==> config.mk <==
export PLATFORM = sky130hd
export DESIGN_NAME = iac_top
export DESIGN_NICKNAME = d
export VERILOG_FILES = /design/src/hdl/iac_pkg.sv /design/src/hdl/iac_corr_if.sv /design/src/hdl/iac_top.sv /design/src/hdl/iac_corrector.sv
export SDC_FILE = /design/constraint.sdc
export NUM_CORES = 1
export LEC_CHECK = 0
export BUFFER_PORTS_ARGS = -buffer_cell sky130_fd_sc_hd__buf_4
export CORE_MARGIN = 5
export CORE_UTILIZATION = 40
export DETAILED_ROUTE_END_ITERATION = 16
export SLEW_MARGIN = 30
export SYNTH_ARGS = -nofsm -noshare
export SYNTH_HDL_FRONTEND = slang
export SYNTH_SLANG_ARGS = --single-unit
==> constraint.sdc <==
create_clock -name clk_i -period 11.6 [get_ports clk_i]
set_input_delay 1.16 -clock clk_i [delete_from_list [all_inputs] [get_ports clk_i]]
set_output_delay 1.16 -clock clk_i [all_outputs]
set_load 0.005 [all_outputs]
==> src/hdl/iac_pkg.sv <==
/*
 Constants shared by the interleaved converter output control block.
 Assumes a single 20 MHz system clock.
*/
package iac_pkg;
   localparam int SAMPLE_W = 12;
   localparam int CLK_PERIOD_NS = 50;
   localparam int CLK_HZ = 20000000;
   // Configuration reload bound, in ms as printed
   localparam int RELOAD_MAX_MS = 600;
   localparam int RELOAD_CYCLES = (CLK_HZ / 1000) * RELOAD_MAX_MS;
   // Least reset pulse, in ns
   localparam int RESET_MIN_NS = 200;
   localparam int RESET_MIN_CYCLES = (RESET_MIN_NS + CLK_PERIOD_NS - 1) / CLK_PERIOD_NS;
   // Least async hold pulse, in ns
   localparam int HOLD_MIN_NS = 5;
   localparam int HOLD_MIN_CYCLES = ((HOLD_MIN_NS + CLK_PERIOD_NS - 1) / CLK_PERIOD_NS) < 1 ?
      1 : ((HOLD_MIN_NS + CLK_PERIOD_NS - 1) / CLK_PERIOD_NS);
   // Number of correction coefficients and their width
   localparam int COEF_N = 4;
   localparam int COEF_W = 12;
   localparam logic [SAMPLE_W-1:0] ALL_ONES = 12'hFFF;
   localparam logic [SAMPLE_W-1:0] OFFSET_BIN = 12'h800;
   localparam logic [COEF_W-1:0] GAIN_UNITY = 12'h400;
   typedef enum logic [1:0] {
      IAC_ST_IDLE = 2'b00,
      IAC_ST_LOAD = 2'b01,
      IAC_ST_RUN = 2'b11
   } iac_state_t;
endpackage : iac_pkg

==> src/hdl/iac_corr_if.sv <==
/*
 Interface carrying correction coefficients from loader to corrector.
 Assumes both ends share clk_i.
*/
`timescale 1ns/1ns
interface iac_corr_if;
   logic [iac_pkg::COEF_W-1:0] gain_b;
   logic [iac_pkg::COEF_W-1:0] skew_b;
   logic signed [iac_pkg::COEF_W-1:0] offs_a;
   logic signed [iac_pkg::COEF_W-1:0] offs_b;
   modport src (output gain_b, skew_b, offs_a, offs_b);
   modport dst (input gain_b, skew_b, offs_a, offs_b);
endinterface : iac_corr_if

==> src/hdl/iac_top.sv <==
/*
 Output control of a two-channel interleaved 12-bit converter.
 Assumes raw samples arrive per channel on the half-rate phase; capture
 hold and config words come from outside the clock domain.
*/
// Notes on behaviour
// - Two 12-bit channels sample alternately; aggregate rate doubles.
// - Encode clock halved and sent to channels in antiphase.
// - Gain, offset and timing mismatch corrected before output.
// - Two separate 12-bit buses, each at half conversion rate.
// - Default output format is twos complement.
// - Each bus has its own data-ready strobe.
// - Configuration copied from nonvolatile store at power-up.
// - Active-low reset reloads the configuration.
// - Strobes and data held high during reset and reload.
// - Loading starts on reset release.
// - Reload finishes within 600 ms of release.
// - Resumed strobe toggling marks end of reset.
// - Capture hold accepted synchronously or asynchronously.
// - Capture hold low suppresses both strobes.
// - Strobes restart together at next channel A strobe.
// - Each strobe is a true and complement pair.
// - Bit 0 is LSB; each bit a true and complement pair.
`timescale 1ns/1ns
module iac_top #(
   parameter int RELOAD_CYCLES = iac_pkg::RELOAD_CYCLES
) (
   // Clock and reset
   input wire logic clk_i,
   input wire logic rst_b_i,
   // Raw conversion results, offset binary
   input wire logic [iac_pkg::SAMPLE_W-1:0] raw_a_i,
   input wire logic [iac_pkg::SAMPLE_W-1:0] raw_b_i,
   // Nonvolatile configuration read port
   output logic [1:0] nvm_addr_o,
   input wire logic [iac_pkg::COEF_W-1:0] nvm_data_i,
   // Capture hold, active low
   input wire logic capture_hold_input_b_i,
   // Encode phases to the channels
   output logic enc_a_o,
   output logic enc_b_o,
   // Channel A output pair
   output logic [iac_pkg::SAMPLE_W-1:0] chan_a_sample_p_o,
   output logic [iac_pkg::SAMPLE_W-1:0] chan_a_sample_n_o,
   output logic chan_a_ready_strobe_p_o,
   output logic chan_a_ready_strobe_n_o,
   // Channel B output pair
   output logic [iac_pkg::SAMPLE_W-1:0] chan_b_sample_p_o,
   output logic [iac_pkg::SAMPLE_W-1:0] chan_b_sample_n_o,
   output logic chan_b_ready_strobe_p_o,
   output logic chan_b_ready_strobe_n_o
);
   iac_corr_if corr ();
   iac_pkg::iac_state_t state_reg;
   logic [31:0] load_cnt_reg;
   logic [1:0] coef_idx_reg;
   logic phase_reg;
   logic hold_s1_reg;
   logic hold_s2_reg;
   logic gate_reg;
   logic run;
   logic [iac_pkg::SAMPLE_W-1:0] cor_a;
   logic [iac_pkg::SAMPLE_W-1:0] cor_b;
   logic [iac_pkg::SAMPLE_W-1:0] nvm_s1_reg;
   logic [iac_pkg::SAMPLE_W-1:0] nvm_s2_reg;
   logic [iac_pkg::COEF_W-1:0] gain_reg;
   logic [iac_pkg::COEF_W-1:0] skew_reg;
   logic [iac_pkg::COEF_W-1:0] offa_reg;
   logic [iac_pkg::COEF_W-1:0] offb_reg;

   assign run = (state_reg == iac_pkg::IAC_ST_RUN);
   assign corr.gain_b = gain_reg;
   assign corr.skew_b = skew_reg;
   assign corr.offs_a = offa_reg;
   assign corr.offs_b = offb_reg;

   // Load sequencer: starts at reset release, bounded by reload time
   always_ff @(posedge clk_i or negedge rst_b_i) begin
      if (!rst_b_i) begin
         state_reg <= iac_pkg::IAC_ST_IDLE;
         load_cnt_reg <= '0;
         coef_idx_reg <= '0;
      end else begin
         unique case (state_reg)
            iac_pkg::IAC_ST_IDLE: begin
               state_reg <= iac_pkg::IAC_ST_LOAD;
            end
            iac_pkg::IAC_ST_LOAD: begin
               load_cnt_reg <= load_cnt_reg + 32'h1;
               coef_idx_reg <= coef_idx_reg + 2'h1;
               if (load_cnt_reg >= 32'(RELOAD_CYCLES - 1)) begin
                  state_reg <= iac_pkg::IAC_ST_RUN;
               end
            end
            iac_pkg::IAC_ST_RUN: begin
               state_reg <= iac_pkg::IAC_ST_RUN;
            end
            default: state_reg <= iac_pkg::IAC_ST_IDLE;
         endcase
      end
   end

   // NVM address steps through coefficients while loading
   always_ff @(posedge clk_i or negedge rst_b_i) begin
      if (!rst_b_i) begin
         nvm_addr_o <= '0;
      end else begin
         nvm_addr_o <= coef_idx_reg;
      end
   end

   // NVM data synchronised, then captured by index (three cycles of lag)
   always_ff @(posedge clk_i or negedge rst_b_i) begin
      if (!rst_b_i) begin
         nvm_s1_reg <= '0;
         nvm_s2_reg <= '0;
         gain_reg <= iac_pkg::GAIN_UNITY;
         skew_reg <= '0;
         offa_reg <= '0;
         offb_reg <= '0;
      end else begin
         nvm_s1_reg <= nvm_data_i;
         nvm_s2_reg <= nvm_s1_reg;
         if (state_reg == iac_pkg::IAC_ST_LOAD && load_cnt_reg >= 32'h3) begin
            unique case (coef_idx_reg - 2'h3)
               2'h0: gain_reg <= nvm_s2_reg;
               2'h1: skew_reg <= nvm_s2_reg;
               2'h2: offa_reg <= nvm_s2_reg;
               2'h3: offb_reg <= nvm_s2_reg;
            endcase
         end
      end
   end

   // Half-rate antiphase encode for the two channels
   always_ff @(posedge clk_i or negedge rst_b_i) begin
      if (!rst_b_i) begin
         phase_reg <= 1'b0;
         enc_a_o <= 1'b0;
         enc_b_o <= 1'b1;
      end else begin
         phase_reg <= ~phase_reg;
         enc_a_o <= ~phase_reg;
         enc_b_o <= phase_reg;
      end
   end

   // Capture hold synchronizer
   always_ff @(posedge clk_i or negedge rst_b_i) begin
      if (!rst_b_i) begin
         hold_s1_reg <= 1'b1;
         hold_s2_reg <= 1'b1;
      end else begin
         hold_s1_reg <= capture_hold_input_b_i;
         hold_s2_reg <= hold_s1_reg;
      end
   end

   // Strobe gate: drops at once, reopens on a channel A phase once running
   // Opening only in run keeps the held-high words from being strobed out
   always_ff @(posedge clk_i or negedge rst_b_i) begin
      if (!rst_b_i) begin
         gate_reg <= 1'b0;
      end else if (!hold_s2_reg) begin
         gate_reg <= 1'b0;
      end else if (!phase_reg && run) begin
         gate_reg <= 1'b1;
      end
   end

   iac_corrector u_corr (
      .clk_i(clk_i),
      .rst_b_i(rst_b_i),
      .corr(corr),
      .raw_a_i(raw_a_i),
      .raw_b_i(raw_b_i),
      .en_i(phase_reg),
      .cor_a_o(cor_a),
      .cor_b_o(cor_b)
   );

   // Output buses and strobes, held high until running
   always_ff @(posedge clk_i or negedge rst_b_i) begin
      if (!rst_b_i) begin
         chan_a_sample_p_o <= iac_pkg::ALL_ONES;
         chan_a_sample_n_o <= iac_pkg::ALL_ONES;
         chan_b_sample_p_o <= iac_pkg::ALL_ONES;
         chan_b_sample_n_o <= iac_pkg::ALL_ONES;
         chan_a_ready_strobe_p_o <= 1'b1;
         chan_a_ready_strobe_n_o <= 1'b1;
         chan_b_ready_strobe_p_o <= 1'b1;
         chan_b_ready_strobe_n_o <= 1'b1;
      end else if (!run) begin
         chan_a_sample_p_o <= iac_pkg::ALL_ONES;
         chan_a_sample_n_o <= iac_pkg::ALL_ONES;
         chan_b_sample_p_o <= iac_pkg::ALL_ONES;
         chan_b_sample_n_o <= iac_pkg::ALL_ONES;
         chan_a_ready_strobe_p_o <= 1'b1;
         chan_a_ready_strobe_n_o <= 1'b1;
         chan_b_ready_strobe_p_o <= 1'b1;
         chan_b_ready_strobe_n_o <= 1'b1;
      end else begin
         // Data moves on strobe fall, or freely while strobes are shut off
         if (!phase_reg || !gate_reg) begin
            chan_a_sample_p_o <= cor_a;
            chan_a_sample_n_o <= ~cor_a;
            chan_b_sample_p_o <= cor_b;
            chan_b_sample_n_o <= ~cor_b;
         end
         chan_a_ready_strobe_p_o <= gate_reg & hold_s2_reg & phase_reg;
         chan_a_ready_strobe_n_o <= ~(gate_reg & hold_s2_reg & phase_reg);
         chan_b_ready_strobe_p_o <= gate_reg & hold_s2_reg & phase_reg;
         chan_b_ready_strobe_n_o <= ~(gate_reg & hold_s2_reg & phase_reg);
      end
   end

   // Assertions
   property p_hold_high;
      @(posedge clk_i) disable iff (!rst_b_i)
         (!run && !$rose(run)) |=> (chan_a_sample_p_o == iac_pkg::ALL_ONES) && chan_b_ready_strobe_p_o;
   endproperty
   a_hold_high: assert property (p_hold_high) else $error("outputs not high before run");

   property p_pairs;
      @(posedge clk_i) disable iff (!rst_b_i)
         run |=> (chan_a_ready_strobe_n_o == ~chan_a_ready_strobe_p_o) &&
            (chan_b_sample_n_o == ~chan_b_sample_p_o);
   endproperty
   a_pairs: assert property (p_pairs) else $error("complement pair mismatch");

   property p_suppress;
      @(posedge clk_i) disable iff (!rst_b_i)
         (run && !hold_s2_reg) |=> !chan_a_ready_strobe_p_o && !chan_b_ready_strobe_p_o;
   endproperty
   a_suppress: assert property (p_suppress) else $error("strobe not suppressed");

   property p_together;
      @(posedge clk_i) disable iff (!rst_b_i)
         1'b1 |-> chan_a_ready_strobe_p_o == chan_b_ready_strobe_p_o;
   endproperty
   a_together: assert property (p_together) else $error("strobes misaligned");

   property p_sync;
      @(posedge clk_i) disable iff (!rst_b_i)
         $fell(capture_hold_input_b_i) ##1 !capture_hold_input_b_i |=> !hold_s2_reg;
   endproperty
   a_sync: assert property (p_sync) else $error("hold not synchronised in two cycles");

   property p_antiphase;
      @(posedge clk_i) disable iff (!rst_b_i)
         rst_b_i ##1 rst_b_i |-> (enc_a_o != enc_b_o) && (enc_a_o != $past(enc_a_o));
   endproperty
   a_antiphase: assert property (p_antiphase) else $error("encode phases wrong");

   property p_start;
      @(posedge clk_i) disable iff (!rst_b_i)
         rst_b_i && (state_reg == iac_pkg::IAC_ST_IDLE) |=> (state_reg == iac_pkg::IAC_ST_LOAD);
   endproperty
   a_start: assert property (p_start) else $error("load did not start");

   property p_data_stable;
      @(posedge clk_i) disable iff (!rst_b_i)
         (run && $past(run) && chan_a_ready_strobe_p_o) |-> $stable(chan_a_sample_p_o);
   endproperty
   a_data_stable: assert property (p_data_stable) else $error("data moved on strobe high");

   property p_toggle;
      @(posedge clk_i) disable iff (!rst_b_i)
         (run && chan_a_ready_strobe_p_o && hold_s2_reg) |=> !chan_a_ready_strobe_p_o;
   endproperty
   a_toggle: assert property (p_toggle) else $error("strobe not toggling");
endmodule : iac_top

==> src/hdl/iac_corrector.sv <==
/*
 Channel mismatch corrector: gain, offset and timing skew for channel B.
 Assumes coefficients stable while running; one-cycle latency.
*/
`timescale 1ns/1ns
module iac_corrector (
   // Clock and reset
   input wire logic clk_i,
   input wire logic rst_b_i,
   // Coefficients
   iac_corr_if.dst corr,
   // Raw samples, offset binary
   input wire logic [iac_pkg::SAMPLE_W-1:0] raw_a_i,
   input wire logic [iac_pkg::SAMPLE_W-1:0] raw_b_i,
   input wire logic en_i,
   // Corrected twos-complement samples
   output logic [iac_pkg::SAMPLE_W-1:0] cor_a_o,
   output logic [iac_pkg::SAMPLE_W-1:0] cor_b_o
);
   logic signed [iac_pkg::SAMPLE_W-1:0] a_tc;
   logic signed [iac_pkg::SAMPLE_W-1:0] b_tc;
   logic signed [iac_pkg::SAMPLE_W-1:0] b_prev_reg;
   logic signed [25:0] b_gain;
   logic signed [25:0] b_skew;
   logic signed [13:0] a_sum;
   logic signed [13:0] b_sum;

   // Offset binary to twos complement by MSB flip
   assign a_tc = raw_a_i ^ iac_pkg::OFFSET_BIN;
   assign b_tc = raw_b_i ^ iac_pkg::OFFSET_BIN;
   // Gain and fractional-delay interpolation, Q10
   assign b_gain = (b_tc * $signed({2'b00, corr.gain_b})) >>> 10;
   assign b_skew = ((b_prev_reg - b_tc) * $signed({2'b00, corr.skew_b})) >>> 10;
   assign a_sum = 14'(a_tc) + 14'(corr.offs_a);
   assign b_sum = 14'(b_gain) + 14'(b_skew) + 14'(corr.offs_b);

   // Sample history and saturated outputs
   always_ff @(posedge clk_i or negedge rst_b_i) begin
      if (!rst_b_i) begin
         b_prev_reg <= '0;
         cor_a_o <= '0;
         cor_b_o <= '0;
      end else if (en_i) begin
         b_prev_reg <= b_tc;
         cor_a_o <= (a_sum > 14'sd2047) ? 12'h7FF : (a_sum < -14'sd2048) ? 12'h800 : a_sum[11:0];
         cor_b_o <= (b_sum > 14'sd2047) ? 12'h7FF : (b_sum < -14'sd2048) ? 12'h800 : b_sum[11:0];
      end
   end
endmodule : iac_corrector

==> results.py, run 1 <==
metrics = {
    "floorplan": {
        "coreArea_um2": 49200,
        "pin_count": 95,
        "die_y_um": 233,
        "dieArea_um2": 54400,
        "dieWidth_um": 233,
        "initial_core_util_pct": 40.5,
        "num_rows": 81,
    },
    "finish": {
        "layout_common_cells": "361 x inv_1, 298 x nand2_1, 254 x fa_1",
        "finalNetCount": 2574,
        "drive_above_1_share_pct": 14.0,
        "seqCellArea_um2": 5100,
        "largest_reg_flops": 32,
        "num-fill-cells": 4703,
        "final_core_util_pct": 44.9,
        "layout_commonest_cell": "inv_1",
        "diodes": 0,
        "synthToLayoutAreaGrowth_pct": 10.8,
        "multi_input_area_um2": 13100,
    },
    "route": {
        "dr.pass1.iters": 5,
        "vias": 13900,
        "totalWireLength_um": 45400,
        "avgRoutedWirePerCell_um": 16.2,
        "drt_iter0_drc": 664,
        "via_per_inst": 4.96,
        "ant_nets": 0,
        "drc": 0,
    },
    "yosys": {
        "synth_seq_cells": 201,
        "syn_nets": 2523,
        "synth_top_cell_by_area": "fa_1",
        "seq_area_frac_synth_pct": 25.6,
        "synth-main-ff-cell": "dfrtp_1",
        "ys_warn_count": 0,
        "async_flop_share_pct": 100,
        "synth_cells": 2068,
        "synth_area_um2": 19900,
        "synth_cell_types": 67,
        "synth_area_leaders": "fa_1 26%, dfrtp_1 18%, ha_1 10%",
        "synth-edff-count": 0,
        "yosysTopAreaCellShare_pct": 25.5,
        "synth.avg_cell_area_um2": 9.63,
    },
    "critical_path": {
        "critPathSlowestCell": "fa_1",
        "path_buf_inv": 7,
        "reg2reg_depth": 41,
        "crit_fanout": 14,
        "cp_data_required_time_ns": 11.97,
        "cp_top_family": "adder cells",
        "arrival_ns": 11.02,
        "cp_slowest_stage_delay_ns": 0.53,
        "crit_type": "primary input to flop",
        "r2r-start": "u_corr.b_prev_reg[1]$_DFFE_PN0P_",
        "critical_path_depth": 43,
        "start_kind": "primary input",
        "endpoint_kind": "flop",
        "worstSetupStartpoint": "raw_b_i[1]",
    },
    "global_route": {
        "antenna_found_initial": 1,
        "grt_pass1_vias": 14800,
        "grt_pass1_wl_um": 76300,
        "grt_overflow": 0,
        "grt_usage_pct": 17.2,
        "grt_max_degree": 140,
    },
    "timing": {
        "slew_headroom_pct": 40.2,
        "fmax_ghz": 0.0939,
        "min_period_ns": 10.65,
        "worstMarginPinSlew_ns": 0.894,
        "finalSetupViolations": 0,
        "drv_slew": 0,
        "rsz0062_at_grt": "false",
        "hold_violations": 0,
        "fin_setup_tns_ns": 0,
        "finClkSkew_ns": 0.0147,
        "period_share_pct": 91.8,
    },
    "clock_tree": {
        "clock-root-buffer": "clkbuf_16",
        "htree_levels": 1,
        "clk_path_buf_depth": 3,
        "clkLatencyLatePin_ns": 0.54,
        "cts_resized": 0,
        "ctsHoldBuffers": 0,
        "cts_buffers": 23,
        "cts_sinks": 201,
        "post_cts_buffers": 0,
        "cts_tree": "done",
        "clkSlewWorstSetupHoldPaths_ns": 0.06,
    },
    "placed_design": {
        "dpl.hpwl_um": 36400,
        "place_congestion": 0.850,
        "port-buffer-count": 94,
    },
    "hold_path": {
        "min_from": "nvm_s1_reg[6]$_DFF_PN0_",
        "holdPathStages": 0,
        "holdCritPathClass": "flop to flop",
    },
    "run_status": {
        "outcome": "finished, final reports clean",
    },
    "run": {
        "maxCapViolCount": 0,
    },
}
==> area by class of cell <==
| class | instances | share of cell area (%) |
|---|---|---|
| Timing Repair Buffer | 112 | 3.95 |
| Clock inverter | 15 | 0.777 |
| Sequential cell | 201 | 23.1 |
| Tap cell | 664 | 3.76 |
| Inverter | 361 | 6.14 |
| Clock buffer | 27 | 2.77 |
| Multi-Input combinational cell | 1420 | 59.5 |
==> per-stage QoR <==
step | hold WS [ns] | instances | setup WS (ns) | instance area [um^2]
detailed placement | 0.335 | 2757 | 0.473 | 21300
global route | 0.359 | 2800 | 0.110 | 22100
floorplan | 0.331 | 2068 | 0.876 | 19900
CTS | 0.350 | 2799 | 0.984 | 22000
finish | 0.346 | 2800 | 0.951 | 22100
global placement | 0.334 | 2757 | 0.560 | 21300
==> worst paths after layout <==
kind | slack (ns) | to
worst max-delay path | 0.95 | u_corr.cor_b_o[2]$_DFFE_PN0P_
worst max register to register | 1.46 | u_corr.cor_b_o[2]$_DFFE_PN0P_
worst min-delay path | 0.35 | nvm_s2_reg[6]$_DFF_PN0_
min in group asynchronous | 0.67 | gate_reg$_DFFE_PN0P_
worst min register to register | 0.35 | nvm_s2_reg[6]$_DFF_PN0_
max in group asynchronous | 9.81 | load_cnt_reg[28]$_DFFE_PN0P_
==> per-layer routing <==
metal,GRT usage [%],routed length [um],up-vias
met2,29.3,21500,251
met5,0,0,-
met4,3.51,1050,0
met1,23.2,20300,7000
li1,-,-,6571
met3,3.23,2520,57
==> cells in the mapped netlist, drive strengths merged, types with 14 or more instances <==
| library cell | number |
|---|---|
| or2 | 18 |
| o211ai | 27 |
| fa | 254 |
| xnor2 | 56 |
| a21oi | 53 |
| nor2 | 71 |
| ha | 162 |
| nand2 | 298 |
| a21o | 19 |
| xor2 | 34 |
| nand2b | 26 |
| nand3 | 49 |
| o21ai | 38 |
| mux2 | 65 |
| inv | 361 |
| dfrtp | 147 |
| dfstp | 54 |
| nor2b | 31 |
| clkbuf | 80 |
| and2 | 90 |
| nor3 | 14 |
==> kinds of logic after synthesis <==
family,Yosys count,synth area share [%]
and+or+nand+nor,636,15.0
buffers and inverters,447,8.54
adders and majority gates,417,35.8
AOI/OAI and AO/OA,203,6.87
DFF,201,25.6
xor gates and xnor gates,92,4.20
muxes,72,4.03
Power of run 1 is left out: the tool's default activity adds up to more than one toggle a clock period on the data nets, which glitch-free logic cannot reach.
==> run 2, diff against run 1 <==
- CORE_MARGIN: 5 -> 1
- RECOVER_POWER: not set -> 25
==> results.py, run 2 (synthesis results as in run 1) <==
metrics = {
    "run_status": {
        "outcome": "finished with violations",
        "violations": "max-capacitance violations, max-slew violations",
    },
    "placed_design": {
        "port-buffer-count": 94,
        "place_congestion": 0.848,
        "place_ws_ns": 0.300,
        "dpl.hpwl_um": 36200,
    },
    "timing": {
        "worstMarginPinSlew_ns": 3.79,
        "slew_headroom_pct": -153,
        "fin_ws_ns": 0.807,
        "hold_violations": 0,
        "rsz0062_at_grt": "false",
        "hold_ws_ns": 0.346,
        "drv_slew": 206,
        "fmax_ghz": 0.0927,
        "min_period_ns": 10.79,
        "fin_setup_tns_ns": 0,
        "period_share_pct": 93.0,
        "finalSetupViolations": 0,
        "finClkSkew_ns": 0.0179,
    },
    "critical_path": {
        "cp_slowest_stage_delay_ns": 0.53,
        "crit_type": "primary input to flop",
        "arrival_ns": 11.19,
        "start_kind": "primary input",
        "critPathSlowestCell": "fa_1",
        "endpoint_kind": "flop",
        "crit_fanout": 14,
        "cp_data_required_time_ns": 11.99,
    },
    "route": {
        "wl_met2_um": 21400,
        "dr.pass1.iters": 5,
        "drt_iter0_drc": 802,
        "totalWireLength_um": 45500,
        "drc": 0,
        "vias": 13800,
        "via_per_inst": 4.95,
        "avgRoutedWirePerCell_um": 16.2,
        "ant_nets": 0,
        "top_layer_used": "met4",
        "dr_wl_met3_um": 2000,
        "wl_met1_um": 21200,
    },
    "finish": {
        "finalNetCount": 2573,
        "synthToLayoutAreaGrowth_pct": 11.1,
        "layout_common_cells": "361 x inv_1, 298 x nand2_1, 254 x fa_1",
        "final_core_util_pct": 45.1,
        "layout_commonest_cell": "inv_1",
        "num-fill-cells": 4680,
        "diodes": 0,
        "largest_reg_flops": 32,
        "drive_above_1_share_pct": 13.9,
    },
    "clock_tree": {
        "clkLatencyLatePin_ns": 0.56,
        "htree_levels": 1,
        "cts_resized": 0,
        "ctsHoldBuffers": 0,
        "clkSlewWorstSetupHoldPaths_ns": 0.06,
        "post_cts_buffers": 0,
        "clock-root-buffer": "clkbuf_16",
        "cts_buffers": 24,
        "clk_path_buf_depth": 3,
        "cts_tree": "done",
        "cts_sinks": 201,
    },
    "floorplan": {
        "pin_count": 95,
        "dieWidth_um": 225,
        "dieArea_um2": 50700,
        "coreArea_um2": 49100,
        "initial_core_util_pct": 40.6,
        "num_rows": 81,
        "die_y_um": 225,
    },
    "global_route": {
        "grt_overflow": 0,
        "grt_pass1_wl_um": 76600,
        "antenna_found_initial": 0,
        "grt_max_degree": 76,
        "grt_usage_pct": 18.9,
        "grt_pass1_vias": 14800,
    },
    "hold_path": {
        "holdCritPathClass": "flop to flop",
    },
    "run": {
        "maxCapViolCount": 3,
    },
}
run 2: final timing paths:
path                                                        from                             to  slack (ns)  depth (start not counted)
worst max-delay path                                  raw_b_i[1]  u_corr.cor_b_o[2]$_DFFE_PN0P_        0.81                         43
worst min-delay path                     nvm_s1_reg[2]$_DFF_PN0_        nvm_s2_reg[2]$_DFF_PN0_        0.35                          0
worst max register to register  u_corr.b_prev_reg[1]$_DFFE_PN0P_  u_corr.cor_b_o[2]$_DFFE_PN0P_        1.32                         41
worst min register to register           nvm_s1_reg[2]$_DFF_PN0_        nvm_s2_reg[2]$_DFF_PN0_        0.35                          0
max in group asynchronous                                rst_b_i   load_cnt_reg[28]$_DFFE_PN0P_        5.04                          2
min in group asynchronous                                rst_b_i     corr.offs_a[3]$_DFFE_PN0P_        1.70                          1
run 2: worst max-delay path, delay by kind of cell:
family / cells / cell delay [ns]
AO/OA/AOI/OAI: 17 / 2.96
adder cells (fa/ha/maj): 9 / 4.00
XOR/XNOR: 2 / 0.79
buffers and inverters: 7 / 0.51
AND/OR/NAND/NOR: 8 / 1.74
run 2: cell type report:
| type | count | area (um^2) | area share (%) |
|---|---|---|---|
| clock buffer | 28 | 646 | 2.92 |
| timing repair buffer | 110 | 811 | 3.66 |
| sequential | 201 | 5100 | 23.0 |
| inverter | 361 | 1360 | 6.12 |
| multi-input combinational | 1420 | 13100 | 59.3 |
| tap | 664 | 831 | 3.75 |
| clock inverter | 15 | 268 | 1.21 |
run 2: metal layers:
layer,up-vias,track usage (%)
met2,251,31.7
met5,-,0
met3,49,3.18
li1,6570,-
met4,0,4.02
met1,6974,25.7
run 2: metrics by stage:
step | std cells | instance area [um^2]
2_1_floorplan | 2068 | 19900
3_3_place_gp | 2756 | 21200
3_5_place_dp | 2756 | 21200
4_1_cts | 2799 | 22200
5_1_grt | 2799 | 22100
6_report | 2799 | 22100
Power of run 2 is left out for the same reason.
